`src/ctxo_pkg.sv`:
```
// Package of opcodes, widths, timing and carriers for the transfer/exchange/test decoder
// Function
// - Word test subtracts zero, sets N and Z, clears V and C, 6 cycles.
// - Stack copy to X, Y or Z loads extension and pointer plus 2, 2 cycles.
// - X, Y or Z copy to stack loads extension and index minus 2, 2 cycles.
// - Index-to-index copies move full 20-bit value unchanged, 2 cycles.
// - Extension-to-B writes 4-bit extension to B low, clears B high, 2 cycles.
// - Wait-for-interrupt suspends execution until interrupt; listed cost 8 cycles.
// - Swap A with B, or D with E, in 2 cycles.
// - Swap D with X, Y or Z 16-bit values, extensions untouched, 2 cycles.
// - Swap E with X, Y or Z 16-bit values, extensions untouched, 2 cycles.
// - Result-updated flags change bits 15 to 4; PC extension kept.
// - Whole-register restore from stack loads all 16 bits.
// - PC extension restore from stack changes only that field.
// - Conditional branch takes first count when taken, second when not.
package ctxo_pkg;
   // ------------------------------------------------------------
   // Opcodes
   // ------------------------------------------------------------
   localparam logic [15:0] OP_WTEST_X  = 16'h2706;
   localparam logic [15:0] OP_WTEST_Y  = 16'h2716;
   localparam logic [15:0] OP_WTEST_Z  = 16'h2726;
   localparam logic [15:0] OP_WTEST_E  = 16'h2736;
   localparam logic [15:0] OP_SP_TO_X  = 16'h274f;
   localparam logic [15:0] OP_SP_TO_Y  = 16'h275f;
   localparam logic [15:0] OP_SP_TO_Z  = 16'h276f;
   localparam logic [15:0] OP_X_TO_SP  = 16'h374e;
   localparam logic [15:0] OP_Y_TO_SP  = 16'h375e;
   localparam logic [15:0] OP_Z_TO_SP  = 16'h376e;
   localparam logic [15:0] OP_X_TO_Y   = 16'h275c;
   localparam logic [15:0] OP_X_TO_Z   = 16'h276c;
   localparam logic [15:0] OP_Y_TO_X   = 16'h274d;
   localparam logic [15:0] OP_Y_TO_Z   = 16'h276d;
   localparam logic [15:0] OP_Z_TO_X   = 16'h274e;
   localparam logic [15:0] OP_Z_TO_Y   = 16'h275e;
   localparam logic [15:0] OP_BKX_TO_B = 16'h37ac;
   localparam logic [15:0] OP_BKY_TO_B = 16'h37ad;
   localparam logic [15:0] OP_BKZ_TO_B = 16'h37ae;
   localparam logic [15:0] OP_WAIT     = 16'h27f3;
   localparam logic [15:0] OP_SWAP_AB  = 16'h371a;
   localparam logic [15:0] OP_SWAP_DE  = 16'h277a;
   localparam logic [15:0] OP_SWAP_DX  = 16'h37cc;
   localparam logic [15:0] OP_SWAP_DY  = 16'h37dc;
   localparam logic [15:0] OP_SWAP_DZ  = 16'h37ec;
   localparam logic [15:0] OP_SWAP_EX  = 16'h374c;
   localparam logic [15:0] OP_SWAP_EY  = 16'h375c;
   localparam logic [15:0] OP_SWAP_EZ  = 16'h376c;
   // ------------------------------------------------------------
   // Cycle counts and constants
   // ------------------------------------------------------------
   localparam logic [3:0]  CYC_WTEST    = 4'h6;
   localparam logic [3:0]  CYC_XFER     = 4'h2;
   localparam logic [3:0]  CYC_WAIT     = 4'h8;
   localparam logic [19:0] SP_ADJUST    = 20'h00002;
   localparam logic [15:0] RST_WORD     = 16'h0000;
   localparam logic [3:0]  RST_BANK     = 4'h0;
   localparam logic [3:0]  FLAG_PCX_LSB = 4'h0;
   localparam int          FLAG_N_BIT   = 11;
   localparam int          FLAG_Z_BIT   = 10;
   localparam int          FLAG_V_BIT   = 9;
   localparam int          FLAG_C_BIT   = 8;
   localparam logic [1:0]  IDX_X        = 2'h0;
   localparam logic [1:0]  IDX_Y        = 2'h1;
   localparam logic [1:0]  IDX_Z        = 2'h2;

   // ------------------------------------------------------------
   // Carriers
   // ------------------------------------------------------------
   typedef enum logic [3:0] {
      CTXO_NONE, CTXO_WTEST, CTXO_SP_TO_IDX, CTXO_IDX_TO_SP, CTXO_IDX_TO_IDX,
      CTXO_BANK_TO_B, CTXO_WAIT, CTXO_SWAP_AB, CTXO_SWAP_DE, CTXO_SWAP_D_IDX,
      CTXO_SWAP_E_IDX
   } ctxo_op_e;

   typedef struct packed {
      ctxo_op_e   op;
      logic [1:0] src;
      logic [1:0] dst;
      logic [3:0] cycles;
   } ctxo_dec_s;

   typedef struct packed {
      logic [15:0] d;
      logic [15:0] e;
      logic [15:0] ptr_x;
      logic [15:0] ptr_y;
      logic [15:0] ptr_z;
      logic [15:0] sp;
      logic [3:0]  bank_x;
      logic [3:0]  bank_y;
      logic [3:0]  bank_z;
      logic [3:0]  bank_s;
      logic [15:0] flags;
   } ctxo_regs_s;
endpackage

```
`src/ctxo_core.sv`:
```
// Execution unit for transfer, exchange, word test and wait instructions
`timescale 1ns/1ps
module ctxo_core
   import ctxo_pkg::*;
(
   input  wire logic        clk_sys,
   input  wire logic        arst_n,
   input  wire logic        issue_valid,
   input  wire logic [15:0] issue_opcode,
   input  wire logic [15:0] mem_word,
   input  wire logic        irq_pending,
   input  wire logic        flag_result_we,
   input  wire logic [11:0] flag_result,
   input  wire logic        flag_pull_all,
   input  wire logic        flag_pull_pcx,
   input  wire logic [15:0] flag_pulled,
   input  wire logic        branch_valid,
   input  wire logic        branch_taken,
   input  wire logic [3:0]  branch_cyc_taken,
   input  wire logic [3:0]  branch_cyc_not_taken,
   output logic             issue_ready,
   output logic             busy,
   output logic             waiting,
   output logic             illegal,
   output ctxo_regs_s       regs
);
   // ------------------------------------------------------------
   // Decode and helpers
   // ------------------------------------------------------------
   ctxo_dec_s dec;

   ctxo_decode u_decode (
      .opcode (issue_opcode),
      .dec    (dec)
   );

   function automatic logic [19:0] idx_full(input ctxo_regs_s r, input logic [1:0] sel);
      case (sel)
         IDX_Y:   idx_full = {r.bank_y, r.ptr_y};
         IDX_Z:   idx_full = {r.bank_z, r.ptr_z};
         default: idx_full = {r.bank_x, r.ptr_x};
      endcase
   endfunction

   typedef enum logic [1:0] {CTXO_IDLE, CTXO_EXEC, CTXO_SLEEP} ctxo_state_e;

   ctxo_state_e state;
   ctxo_state_e next_state;
   logic [3:0]  cnt;
   logic [3:0]  next_cnt;
   ctxo_regs_s  next_regs;
   logic        next_illegal;
   logic [19:0] src_val;
   logic [19:0] sp_val;

   assign issue_ready = (state == CTXO_IDLE);
   assign busy        = (state != CTXO_IDLE);
   assign waiting     = (state == CTXO_SLEEP);
   assign src_val     = idx_full(regs, dec.src);
   assign sp_val      = {regs.bank_s, regs.sp};

   // ------------------------------------------------------------
   // Next state and register values
   // ------------------------------------------------------------
   always_comb begin
      next_state   = state;
      next_cnt     = cnt;
      next_regs    = regs;
      next_illegal = 1'b0;
      case (state)
         CTXO_IDLE: begin
            if (issue_valid) begin
               next_cnt   = dec.cycles - 4'h1;
               next_state = CTXO_EXEC;
               case (dec.op)
                  CTXO_WTEST: begin
                     next_regs.flags[FLAG_N_BIT] = mem_word[15];
                     next_regs.flags[FLAG_Z_BIT] = (mem_word == RST_WORD);
                     next_regs.flags[FLAG_V_BIT] = 1'b0;
                     next_regs.flags[FLAG_C_BIT] = 1'b0;
                  end
                  CTXO_SP_TO_IDX: begin
                     case (dec.dst)
                        IDX_Y:   {next_regs.bank_y, next_regs.ptr_y} = sp_val + SP_ADJUST;
                        IDX_Z:   {next_regs.bank_z, next_regs.ptr_z} = sp_val + SP_ADJUST;
                        default: {next_regs.bank_x, next_regs.ptr_x} = sp_val + SP_ADJUST;
                     endcase
                  end
                  CTXO_IDX_TO_SP: begin
                     {next_regs.bank_s, next_regs.sp} = src_val - SP_ADJUST;
                  end
                  CTXO_IDX_TO_IDX: begin
                     case (dec.dst)
                        IDX_Y:   {next_regs.bank_y, next_regs.ptr_y} = src_val;
                        IDX_Z:   {next_regs.bank_z, next_regs.ptr_z} = src_val;
                        default: {next_regs.bank_x, next_regs.ptr_x} = src_val;
                     endcase
                  end
                  CTXO_BANK_TO_B: begin
                     next_regs.d[7:0] = {4'h0, src_val[19:16]};
                  end
                  CTXO_WAIT: begin
                     next_state = CTXO_SLEEP;
                  end
                  CTXO_SWAP_AB: begin
                     next_regs.d = {regs.d[7:0], regs.d[15:8]};
                  end
                  CTXO_SWAP_DE: begin
                     next_regs.d = regs.e;
                     next_regs.e = regs.d;
                  end
                  CTXO_SWAP_D_IDX, CTXO_SWAP_E_IDX: begin
                     if (dec.op == CTXO_SWAP_D_IDX) begin
                        next_regs.d = src_val[15:0];
                     end else begin
                        next_regs.e = src_val[15:0];
                     end
                     case (dec.dst)
                        IDX_Y:   next_regs.ptr_y = (dec.op == CTXO_SWAP_D_IDX) ? regs.d : regs.e;
                        IDX_Z:   next_regs.ptr_z = (dec.op == CTXO_SWAP_D_IDX) ? regs.d : regs.e;
                        default: next_regs.ptr_x = (dec.op == CTXO_SWAP_D_IDX) ? regs.d : regs.e;
                     endcase
                  end
                  default: begin
                     next_illegal = 1'b1;
                     next_state   = CTXO_IDLE;
                  end
               endcase
            end else if (branch_valid) begin
               next_cnt = (branch_taken ? branch_cyc_taken : branch_cyc_not_taken) - 4'h1;
               // A one-cycle branch ends in this cycle
               if (next_cnt != 4'h0) begin
                  next_state = CTXO_EXEC;
               end
            end
         end
         CTXO_EXEC: begin
            if (cnt <= 4'h1) begin
               next_state = CTXO_IDLE;
            end
            next_cnt = cnt - 4'h1;
         end
         CTXO_SLEEP: begin
            if (cnt > 4'h1) begin
               next_cnt = cnt - 4'h1;
            end else if (irq_pending) begin
               next_cnt   = 4'h0;
               next_state = CTXO_IDLE;
            end
         end
         default: next_state = CTXO_IDLE;
      endcase
      // Flag paths from the rest of the core
      if (flag_pull_all) begin
         next_regs.flags = flag_pulled;
      end else if (flag_pull_pcx) begin
         next_regs.flags[3:0] = flag_pulled[3:0];
      end else if (flag_result_we) begin
         next_regs.flags[15:4] = flag_result;
      end
   end

   // ------------------------------------------------------------
   // Registers
   // ------------------------------------------------------------
   always_ff @(posedge clk_sys or negedge arst_n) begin
      if (!arst_n) begin
         state   <= CTXO_IDLE;
         cnt     <= 4'h0;
         illegal <= 1'b0;
         regs    <= '{RST_WORD, RST_WORD, RST_WORD, RST_WORD, RST_WORD, RST_WORD,
                      RST_BANK, RST_BANK, RST_BANK, RST_BANK, RST_WORD};
      end else begin
         state   <= next_state;
         cnt     <= next_cnt;
         illegal <= next_illegal;
         regs    <= next_regs;
      end
   end

   // ------------------------------------------------------------
   // Assertions
   // ------------------------------------------------------------
   a_wtest_flags: assert property (@(posedge clk_sys) disable iff (!arst_n)
      issue_ready && issue_valid && dec.op == CTXO_WTEST && !flag_pull_all && !flag_pull_pcx
      && !flag_result_we |=> regs.flags[FLAG_V_BIT] == 1'b0 && regs.flags[FLAG_C_BIT] == 1'b0
      && regs.flags[FLAG_N_BIT] == $past(mem_word[15])
      && regs.flags[FLAG_Z_BIT] == ($past(mem_word) == 16'h0000))
      else $error("word test flags wrong");
   a_wtest_length: assert property (@(posedge clk_sys) disable iff (!arst_n)
      issue_ready && issue_valid && dec.op == CTXO_WTEST |=> busy [*5] ##1 issue_ready)
      else $error("word test not six cycles");
   a_sp_to_idx: assert property (@(posedge clk_sys) disable iff (!arst_n)
      issue_ready && issue_valid && dec.op == CTXO_SP_TO_IDX && dec.dst == IDX_X
      |=> {regs.bank_x, regs.ptr_x} == $past(sp_val) + 20'h00002)
      else $error("stack to index copy wrong");
   a_idx_to_sp: assert property (@(posedge clk_sys) disable iff (!arst_n)
      issue_ready && issue_valid && dec.op == CTXO_IDX_TO_SP
      |=> {regs.bank_s, regs.sp} == $past(src_val) - 20'h00002)
      else $error("index to stack copy wrong");
   a_xfer_length: assert property (@(posedge clk_sys) disable iff (!arst_n)
      issue_ready && issue_valid && dec.op == CTXO_IDX_TO_IDX |=> busy ##1 issue_ready)
      else $error("transfer not two cycles");
   a_bank_to_b: assert property (@(posedge clk_sys) disable iff (!arst_n)
      issue_ready && issue_valid && dec.op == CTXO_BANK_TO_B
      |=> regs.d[7:4] == 4'h0 && regs.d[3:0] == $past(src_val[19:16]))
      else $error("extension to B wrong");
   a_wait_hold: assert property (@(posedge clk_sys) disable iff (!arst_n)
      waiting && !irq_pending |=> waiting)
      else $error("wait left without interrupt");
   a_swap_de: assert property (@(posedge clk_sys) disable iff (!arst_n)
      issue_ready && issue_valid && dec.op == CTXO_SWAP_DE
      |=> regs.d == $past(regs.e) && regs.e == $past(regs.d))
      else $error("D E swap wrong");
   a_swap_bank_keep: assert property (@(posedge clk_sys) disable iff (!arst_n)
      issue_ready && issue_valid && dec.op == CTXO_SWAP_D_IDX
      |=> $stable(regs.bank_x) && $stable(regs.bank_y) && $stable(regs.bank_z))
      else $error("swap touched extension");
   a_flags_kept: assert property (@(posedge clk_sys) disable iff (!arst_n)
      issue_ready && issue_valid && dec.op != CTXO_WTEST && !flag_pull_all && !flag_pull_pcx
      && !flag_result_we |=> $stable(regs.flags))
      else $error("transfer changed flags");
   a_pcx_kept: assert property (@(posedge clk_sys) disable iff (!arst_n)
      flag_result_we && !flag_pull_all && !flag_pull_pcx
      |=> regs.flags[3:0] == $past(regs.flags[3:0]))
      else $error("result update touched PC extension");
endmodule

```
`src/ctxo_decode.sv`:
```
// Opcode decoder for the transfer, exchange, test and wait group
`timescale 1ns/1ps
module ctxo_decode
   import ctxo_pkg::*;
(
   input  wire logic [15:0] opcode,
   output ctxo_dec_s        dec
);
   always_comb begin
      dec = '{op: CTXO_NONE, src: IDX_X, dst: IDX_X, cycles: CYC_XFER};
      case (opcode)
         OP_WTEST_X, OP_WTEST_Y, OP_WTEST_Z, OP_WTEST_E: begin
            dec.op     = CTXO_WTEST;
            dec.cycles = CYC_WTEST;
         end
         OP_SP_TO_X: begin dec.op = CTXO_SP_TO_IDX; dec.dst = IDX_X; end
         OP_SP_TO_Y: begin dec.op = CTXO_SP_TO_IDX; dec.dst = IDX_Y; end
         OP_SP_TO_Z: begin dec.op = CTXO_SP_TO_IDX; dec.dst = IDX_Z; end
         OP_X_TO_SP: begin dec.op = CTXO_IDX_TO_SP; dec.src = IDX_X; end
         OP_Y_TO_SP: begin dec.op = CTXO_IDX_TO_SP; dec.src = IDX_Y; end
         OP_Z_TO_SP: begin dec.op = CTXO_IDX_TO_SP; dec.src = IDX_Z; end
         OP_X_TO_Y: begin dec.op = CTXO_IDX_TO_IDX; dec.src = IDX_X; dec.dst = IDX_Y; end
         OP_X_TO_Z: begin dec.op = CTXO_IDX_TO_IDX; dec.src = IDX_X; dec.dst = IDX_Z; end
         OP_Y_TO_X: begin dec.op = CTXO_IDX_TO_IDX; dec.src = IDX_Y; dec.dst = IDX_X; end
         OP_Y_TO_Z: begin dec.op = CTXO_IDX_TO_IDX; dec.src = IDX_Y; dec.dst = IDX_Z; end
         OP_Z_TO_X: begin dec.op = CTXO_IDX_TO_IDX; dec.src = IDX_Z; dec.dst = IDX_X; end
         OP_Z_TO_Y: begin dec.op = CTXO_IDX_TO_IDX; dec.src = IDX_Z; dec.dst = IDX_Y; end
         OP_BKX_TO_B: begin dec.op = CTXO_BANK_TO_B; dec.src = IDX_X; end
         OP_BKY_TO_B: begin dec.op = CTXO_BANK_TO_B; dec.src = IDX_Y; end
         OP_BKZ_TO_B: begin dec.op = CTXO_BANK_TO_B; dec.src = IDX_Z; end
         OP_WAIT: begin
            dec.op     = CTXO_WAIT;
            dec.cycles = CYC_WAIT;
         end
         OP_SWAP_AB: dec.op = CTXO_SWAP_AB;
         OP_SWAP_DE: dec.op = CTXO_SWAP_DE;
         OP_SWAP_DX: begin dec.op = CTXO_SWAP_D_IDX; dec.src = IDX_X; dec.dst = IDX_X; end
         OP_SWAP_DY: begin dec.op = CTXO_SWAP_D_IDX; dec.src = IDX_Y; dec.dst = IDX_Y; end
         OP_SWAP_DZ: begin dec.op = CTXO_SWAP_D_IDX; dec.src = IDX_Z; dec.dst = IDX_Z; end
         OP_SWAP_EX: begin dec.op = CTXO_SWAP_E_IDX; dec.src = IDX_X; dec.dst = IDX_X; end
         OP_SWAP_EY: begin dec.op = CTXO_SWAP_E_IDX; dec.src = IDX_Y; dec.dst = IDX_Y; end
         OP_SWAP_EZ: begin dec.op = CTXO_SWAP_E_IDX; dec.src = IDX_Z; dec.dst = IDX_Z; end
         default: dec.op = CTXO_NONE;
      endcase
   end
endmodule

```
`config.mk`:
```
export PLATFORM = sky130hd
export DESIGN_NAME = ctxo_core
export DESIGN_NICKNAME = d
export VERILOG_FILES = /design/src/ctxo_pkg.sv /design/src/ctxo_core.sv /design/src/ctxo_decode.sv
export SDC_FILE = /design/constraint.sdc
export NUM_CORES = 1
export LEC_CHECK = 0
export BUFFER_PORTS_ARGS = -buffer_cell sky130_fd_sc_hd__buf_2
export CORE_ASPECT_RATIO = 1.2
export CORE_MARGIN = 10
export CORE_UTILIZATION = 40
export CTS_BUF_LIST = sky130_fd_sc_hd__clkbuf_16
export CTS_CLUSTER_DIAMETER = 120
export DETAILED_ROUTE_END_ITERATION = 6
export MAX_ROUTING_LAYER = met4
export PLACE_DENSITY = 0.71
export RECOVER_POWER = 100
export SYNTH_ARGS = -nofsm -noshare
export SYNTH_HDL_FRONTEND = slang
export SYNTH_SLANG_ARGS = --single-unit
```
`constraint.sdc`:
```
create_clock -name clk_sys -period 5.99 [get_ports clk_sys]
set_clock_uncertainty 0.2 [all_clocks]
set_input_delay 0.8985 -clock clk_sys [delete_from_list [all_inputs] [get_ports clk_sys]]
set_output_delay 0.8985 -clock clk_sys [all_outputs]
set_load 0.05 [all_outputs]
```
==> flow_metrics.tcl <==
set metrics [dict create \
    final_nets 1136 \
    synth_enable_flop_cells 0 \
    die_h_um 172 \
    detailed_placer_s_ending_hpwl_um 20000 \
    drt_drc_violations_left 0 \
    finalSetupViolCount 0 \
    async_flop_share 1.00 \
    post_cts_resize_count 0 \
    synth-seq-area-share 0.437 \
    critical_path_class "input port to flop" \
    top_signal_layer_used "met4" \
    comb_power_share 0.142 \
    first_pass_grt_wire_length_um 41600 \
    count_of_buffers_from_port_buffering 208 \
    ant_nets 0 \
    totalNegativeSetupSlack_ns 0 \
    max_freq_mhz 189 \
    sw_frac_of_total 0.288 \
    initial_antenna_violation_count 0 \
    power.density_mw_per_mm2 246 \
    failed_checks "max-capacitance violations, max-slew violations" \
    design.core.area_sq_mm 0.0189 \
    cts.sink_count 135 \
    worst_ep_arrival_ns 5.33 \
    cap_viol_max_count 2 \
    core.rowCount 55 \
    fin_crit_period_ns 5.28 \
    rsz0062_at_grt "no" \
    worstPathCellList "buf_2 -> inv_1 -> nor3_1 -> o21ai_0 -> o21ai_0 -> and2_0 -> inv_1 -> ha_1 -> clkbuf_1 -> a221o_1 -> o21ai_1 -> ha_1 -> nand3_1 -> nor3_1 -> nand4_1 -> xnor2_1 -> a21oi_2" \
    worst_slew_pin_slew_ns 4.17 \
    sequential_cell_area_sq_mm 0.00338 \
    met2_wirelength_um 12900 \
    cts_root_buf "sky130_fd_sc_hd__clkbuf_16" \
    detailroute.via_count 7448 \
    detail_route.wirelength.met1_um 11000 \
    postSynth.topFlopCell "sky130_fd_sc_hd__dfrtp_1" \
    grt.overflow.total 0 \
    seqPwrFrac 0.423 \
    yosys_warnings 0 \
    synthesis.instances 861 \
    via_per_inst 5.68 \
    intPower_uw 1620 \
    clk_transition_reported_paths_ns 0.06 \
    insertion_delay_ns 0.42 \
    critPathBufInv 4 \
    worst_path_dominant_cell_family "simple AND/OR/NAND/NOR gates" \
    slew-limit-headroom -1.78 \
    synth_area_per_cell_sq_um 8.97 \
    net_switching_component_of_the_power_uw 655 \
    worst_path_largest_cell_delay_ns 0.72 \
    area_delta_synth_final_pct 19.8 \
    outcome "finished with violations" \
    cts_hold_repair.buffers 0 \
    antennaDiodeCount 0 \
    power.share.clock 0.435 \
    design_area_sq_mm 0.00926 \
    cts_made_buffers 17 \
    yosys.cell_types.count 62 \
    cellLeakagePower_uw 0.00406 \
    floorplan.initialDensity 0.408 \
    cp_slowest_cell "sky130_fd_sc_hd__nor3_1" \
    multi_input_area_sq_mm 0.00399 \
    post_drt_wl_per_cell_um 20.4 \
    route.met3.wl_um 1990 \
    synth.net_count 952 \
    finalWeightedCongestion 0.919 \
    synth_area_sq_mm 0.00773 \
    grtUsageTotal 0.213 \
    drt_first_iter_violations 746 \
    fp.dieArea_sq_mm 0.0253 \
    drt_first_pass_iters 6 \
    cts-htree-levels 4 \
    final_max_slew_viol_count 135 \
    synth_seq_cells 135 \
    min_path_type "flop to flop" \
    totalWireLength_um 26800 \
    placement.cell_area_sq_mm 0.00893 \
    fillCellCount 1882 \
    number_of_hold_violations_in_the_final_report 0 \
    post-route-period-util 0.881 \
    grt_pass1_vias 7312 \
    cts_setup_buffers 0 \
    r2r_slack_ns 2.86 \
    largest_net_degree_at_the_start_of_global_routing 88 \
    worst_setup_path_start_kind "input port" \
    endpoint_kind "flop" \
    critical_path_required_ns 6.04 \
    path_max_fanout 26 \
    clock_tree_from_tritoncts "yes" \
    ctsLongestPathBuffers 2 \
    design.portCount 209 \
    final_layout_size_suffix_gt1_frac 0.127 \
    chipWidth_um 147 \
    ir_worst_vdd_uv 149 \
]
[layout by cell type, fill, tap and decap left out, drive strengths merged, types with 14 or more instances in the layout]
| master | netlist | final |
|---|---|---|
| a21oi | 101 | 101 |
| a221o | 15 | 15 |
| a221oi | 15 | 15 |
| buf | 19 | 81 |
| clkbuf | 35 | 154 |
| dfrtp | 135 | 135 |
| ha | 14 | 14 |
| inv | 19 | 24 |
| mux2 | 19 | 19 |
| mux2i | 33 | 33 |
| nand2 | 73 | 73 |
| nand3 | 18 | 18 |
| nor2 | 119 | 119 |
| o21ai | 75 | 75 |
| o22ai | 14 | 14 |
| xnor2 | 29 | 29 |
[path summary, 6_finish.rpt]
path                                            from                   end  depth (start not counted)
worst max-delay path                 issue_opcode[7]  regs[45]$_DFFE_PN0P_                         17
worst min-delay path             regs[3]$_DFFE_PN0P_   regs[3]$_DFFE_PN0P_                          1
worst max register to register  regs[49]$_DFFE_PN0P_  regs[45]$_DFFE_PN0P_                          8
worst min register to register   regs[3]$_DFFE_PN0P_   regs[3]$_DFFE_PN0P_                          1
max in group asynchronous                     arst_n  regs[21]$_DFFE_PN0P_                          1
min in group asynchronous                     arst_n  regs[13]$_DFFE_PN0P_                          1
[layer usage]
layer  up-vias  track usage
li1       3493            -
met3        57       0.0518
met5         -            -
met1      3544        0.256
met4         0       0.0863
met2       354        0.339
[Yosys cell counts (3+ instances only)]
| master | instances | share of area |
|---|---|---|
| sky130_fd_sc_hd__a21oi_1 | 99 | 0.064 |
| sky130_fd_sc_hd__and3_1 | 12 | 0.0097 |
| sky130_fd_sc_hd__o21ai_1 | 5 | 0.0032 |
| sky130_fd_sc_hd__and2_1 | 6 | 0.0049 |
| sky130_fd_sc_hd__dfrtp_1 | 135 | 0.44 |
| sky130_fd_sc_hd__a211oi_1 | 3 | 0.0029 |
| sky130_fd_sc_hd__a22o_1 | 6 | 0.0068 |
| sky130_fd_sc_hd__o21ai_0 | 70 | 0.045 |
| sky130_fd_sc_hd__nor4_1 | 6 | 0.0049 |
| sky130_fd_sc_hd__a22oi_1 | 3 | 0.0029 |
| sky130_fd_sc_hd__nand4_1 | 10 | 0.0081 |
| sky130_fd_sc_hd__o22ai_1 | 14 | 0.011 |
| sky130_fd_sc_hd__nand2_1 | 73 | 0.035 |
| sky130_fd_sc_hd__inv_1 | 19 | 0.0092 |
| sky130_fd_sc_hd__nand2b_1 | 12 | 0.0097 |
| sky130_fd_sc_hd__mux2_4 | 4 | 0.0078 |
| sky130_fd_sc_hd__buf_2 | 14 | 0.0091 |
| sky130_fd_sc_hd__a221oi_1 | 15 | 0.017 |
| sky130_fd_sc_hd__a31oi_1 | 4 | 0.0032 |
| sky130_fd_sc_hd__clkbuf_1 | 35 | 0.017 |
| sky130_fd_sc_hd__a32o_1 | 3 | 0.0039 |
| sky130_fd_sc_hd__ha_1 | 14 | 0.023 |
| sky130_fd_sc_hd__nor2b_1 | 5 | 0.0040 |
| sky130_fd_sc_hd__mux2i_1 | 33 | 0.043 |
| sky130_fd_sc_hd__mux2_2 | 13 | 0.019 |
| sky130_fd_sc_hd__and4_1 | 5 | 0.0057 |
| sky130_fd_sc_hd__a221o_1 | 15 | 0.019 |
| sky130_fd_sc_hd__xnor2_1 | 29 | 0.033 |
| sky130_fd_sc_hd__xor2_1 | 5 | 0.0057 |
| sky130_fd_sc_hd__nand3_1 | 18 | 0.012 |
| sky130_fd_sc_hd__nor2_1 | 117 | 0.057 |
| sky130_fd_sc_hd__o21a_1 | 3 | 0.0029 |
| sky130_fd_sc_hd__nor3_1 | 13 | 0.0084 |
[layout make-up]
class                           instances  share of cell area
Clock buffer                           17              0.0460
Clock inverter                         13              0.0132
Inverter                               19             0.00770
Multi-Input combinational cell        653               0.431
Sequential cell                       135               0.365
Tap cell                              256              0.0346
Timing Repair Buffer                  219               0.103
[worst register-to-register path, stage by stage (launching register included)]
cell	delay (ns)
sky130_fd_sc_hd__dfrtp_1	0.42
sky130_fd_sc_hd__a221o_1	0.36
sky130_fd_sc_hd__o21ai_1	0.27
sky130_fd_sc_hd__ha_1	0.30
sky130_fd_sc_hd__nand3_1	0.13
sky130_fd_sc_hd__nor3_1	0.72
sky130_fd_sc_hd__nand4_1	0.20
sky130_fd_sc_hd__xnor2_1	0.27
sky130_fd_sc_hd__a21oi_2	0.08
[sequential cells by signal, summed over array words and instances, names as in the netlist]
signal / cells
regs: 128
illegal: 1
state: 2
cnt: 4
[logic make-up after synthesis]
group | Yosys count | share of synthesized area
DFF | 135 | 0.437
xor gates and xnor gates | 34 | 0.0385
AOI/OAI and AO/OA | 258 | 0.205
muxes | 52 | 0.0724
adders and majority gates | 14 | 0.0227
buffers and inverters | 73 | 0.0421
and+or+nand+nor | 295 | 0.182
[power by group through the flow]
stage               Sequential (uW)  Combinational (uW)  Clock, uW
floorplan                      1020                 182          0
global placement                977                 327          0
detailed placement              978                 331          0
CTS                             961                 333       1000
global route                    965                 358       1040
finish                          962                 323        988
[stage by stage]
| step | hold WS [ns] | utilization | setup slack, ns | power [uW] | cells |
|---|---|---|---|---|---|
| 2_1_floorplan | 0.287 | - | 0.798 | 1200 | 861 |
| 3_3_place_gp | 0.287 | 0.472 | 0.844 | 1300 | 1282 |
| 3_5_place_dp | 0.290 | 0.472 | 0.714 | 1310 | 1282 |
| 4_1_cts | 0.303 | 0.501 | 1.12 | 2300 | 1312 |
| 5_1_grt | 0.317 | 0.489 | 0.338 | 2360 | 1312 |
| 6_report | 0.303 | 0.489 | 0.713 | 2270 | 1312 |
No activity file was read; power rests on OpenSTA's default activity.
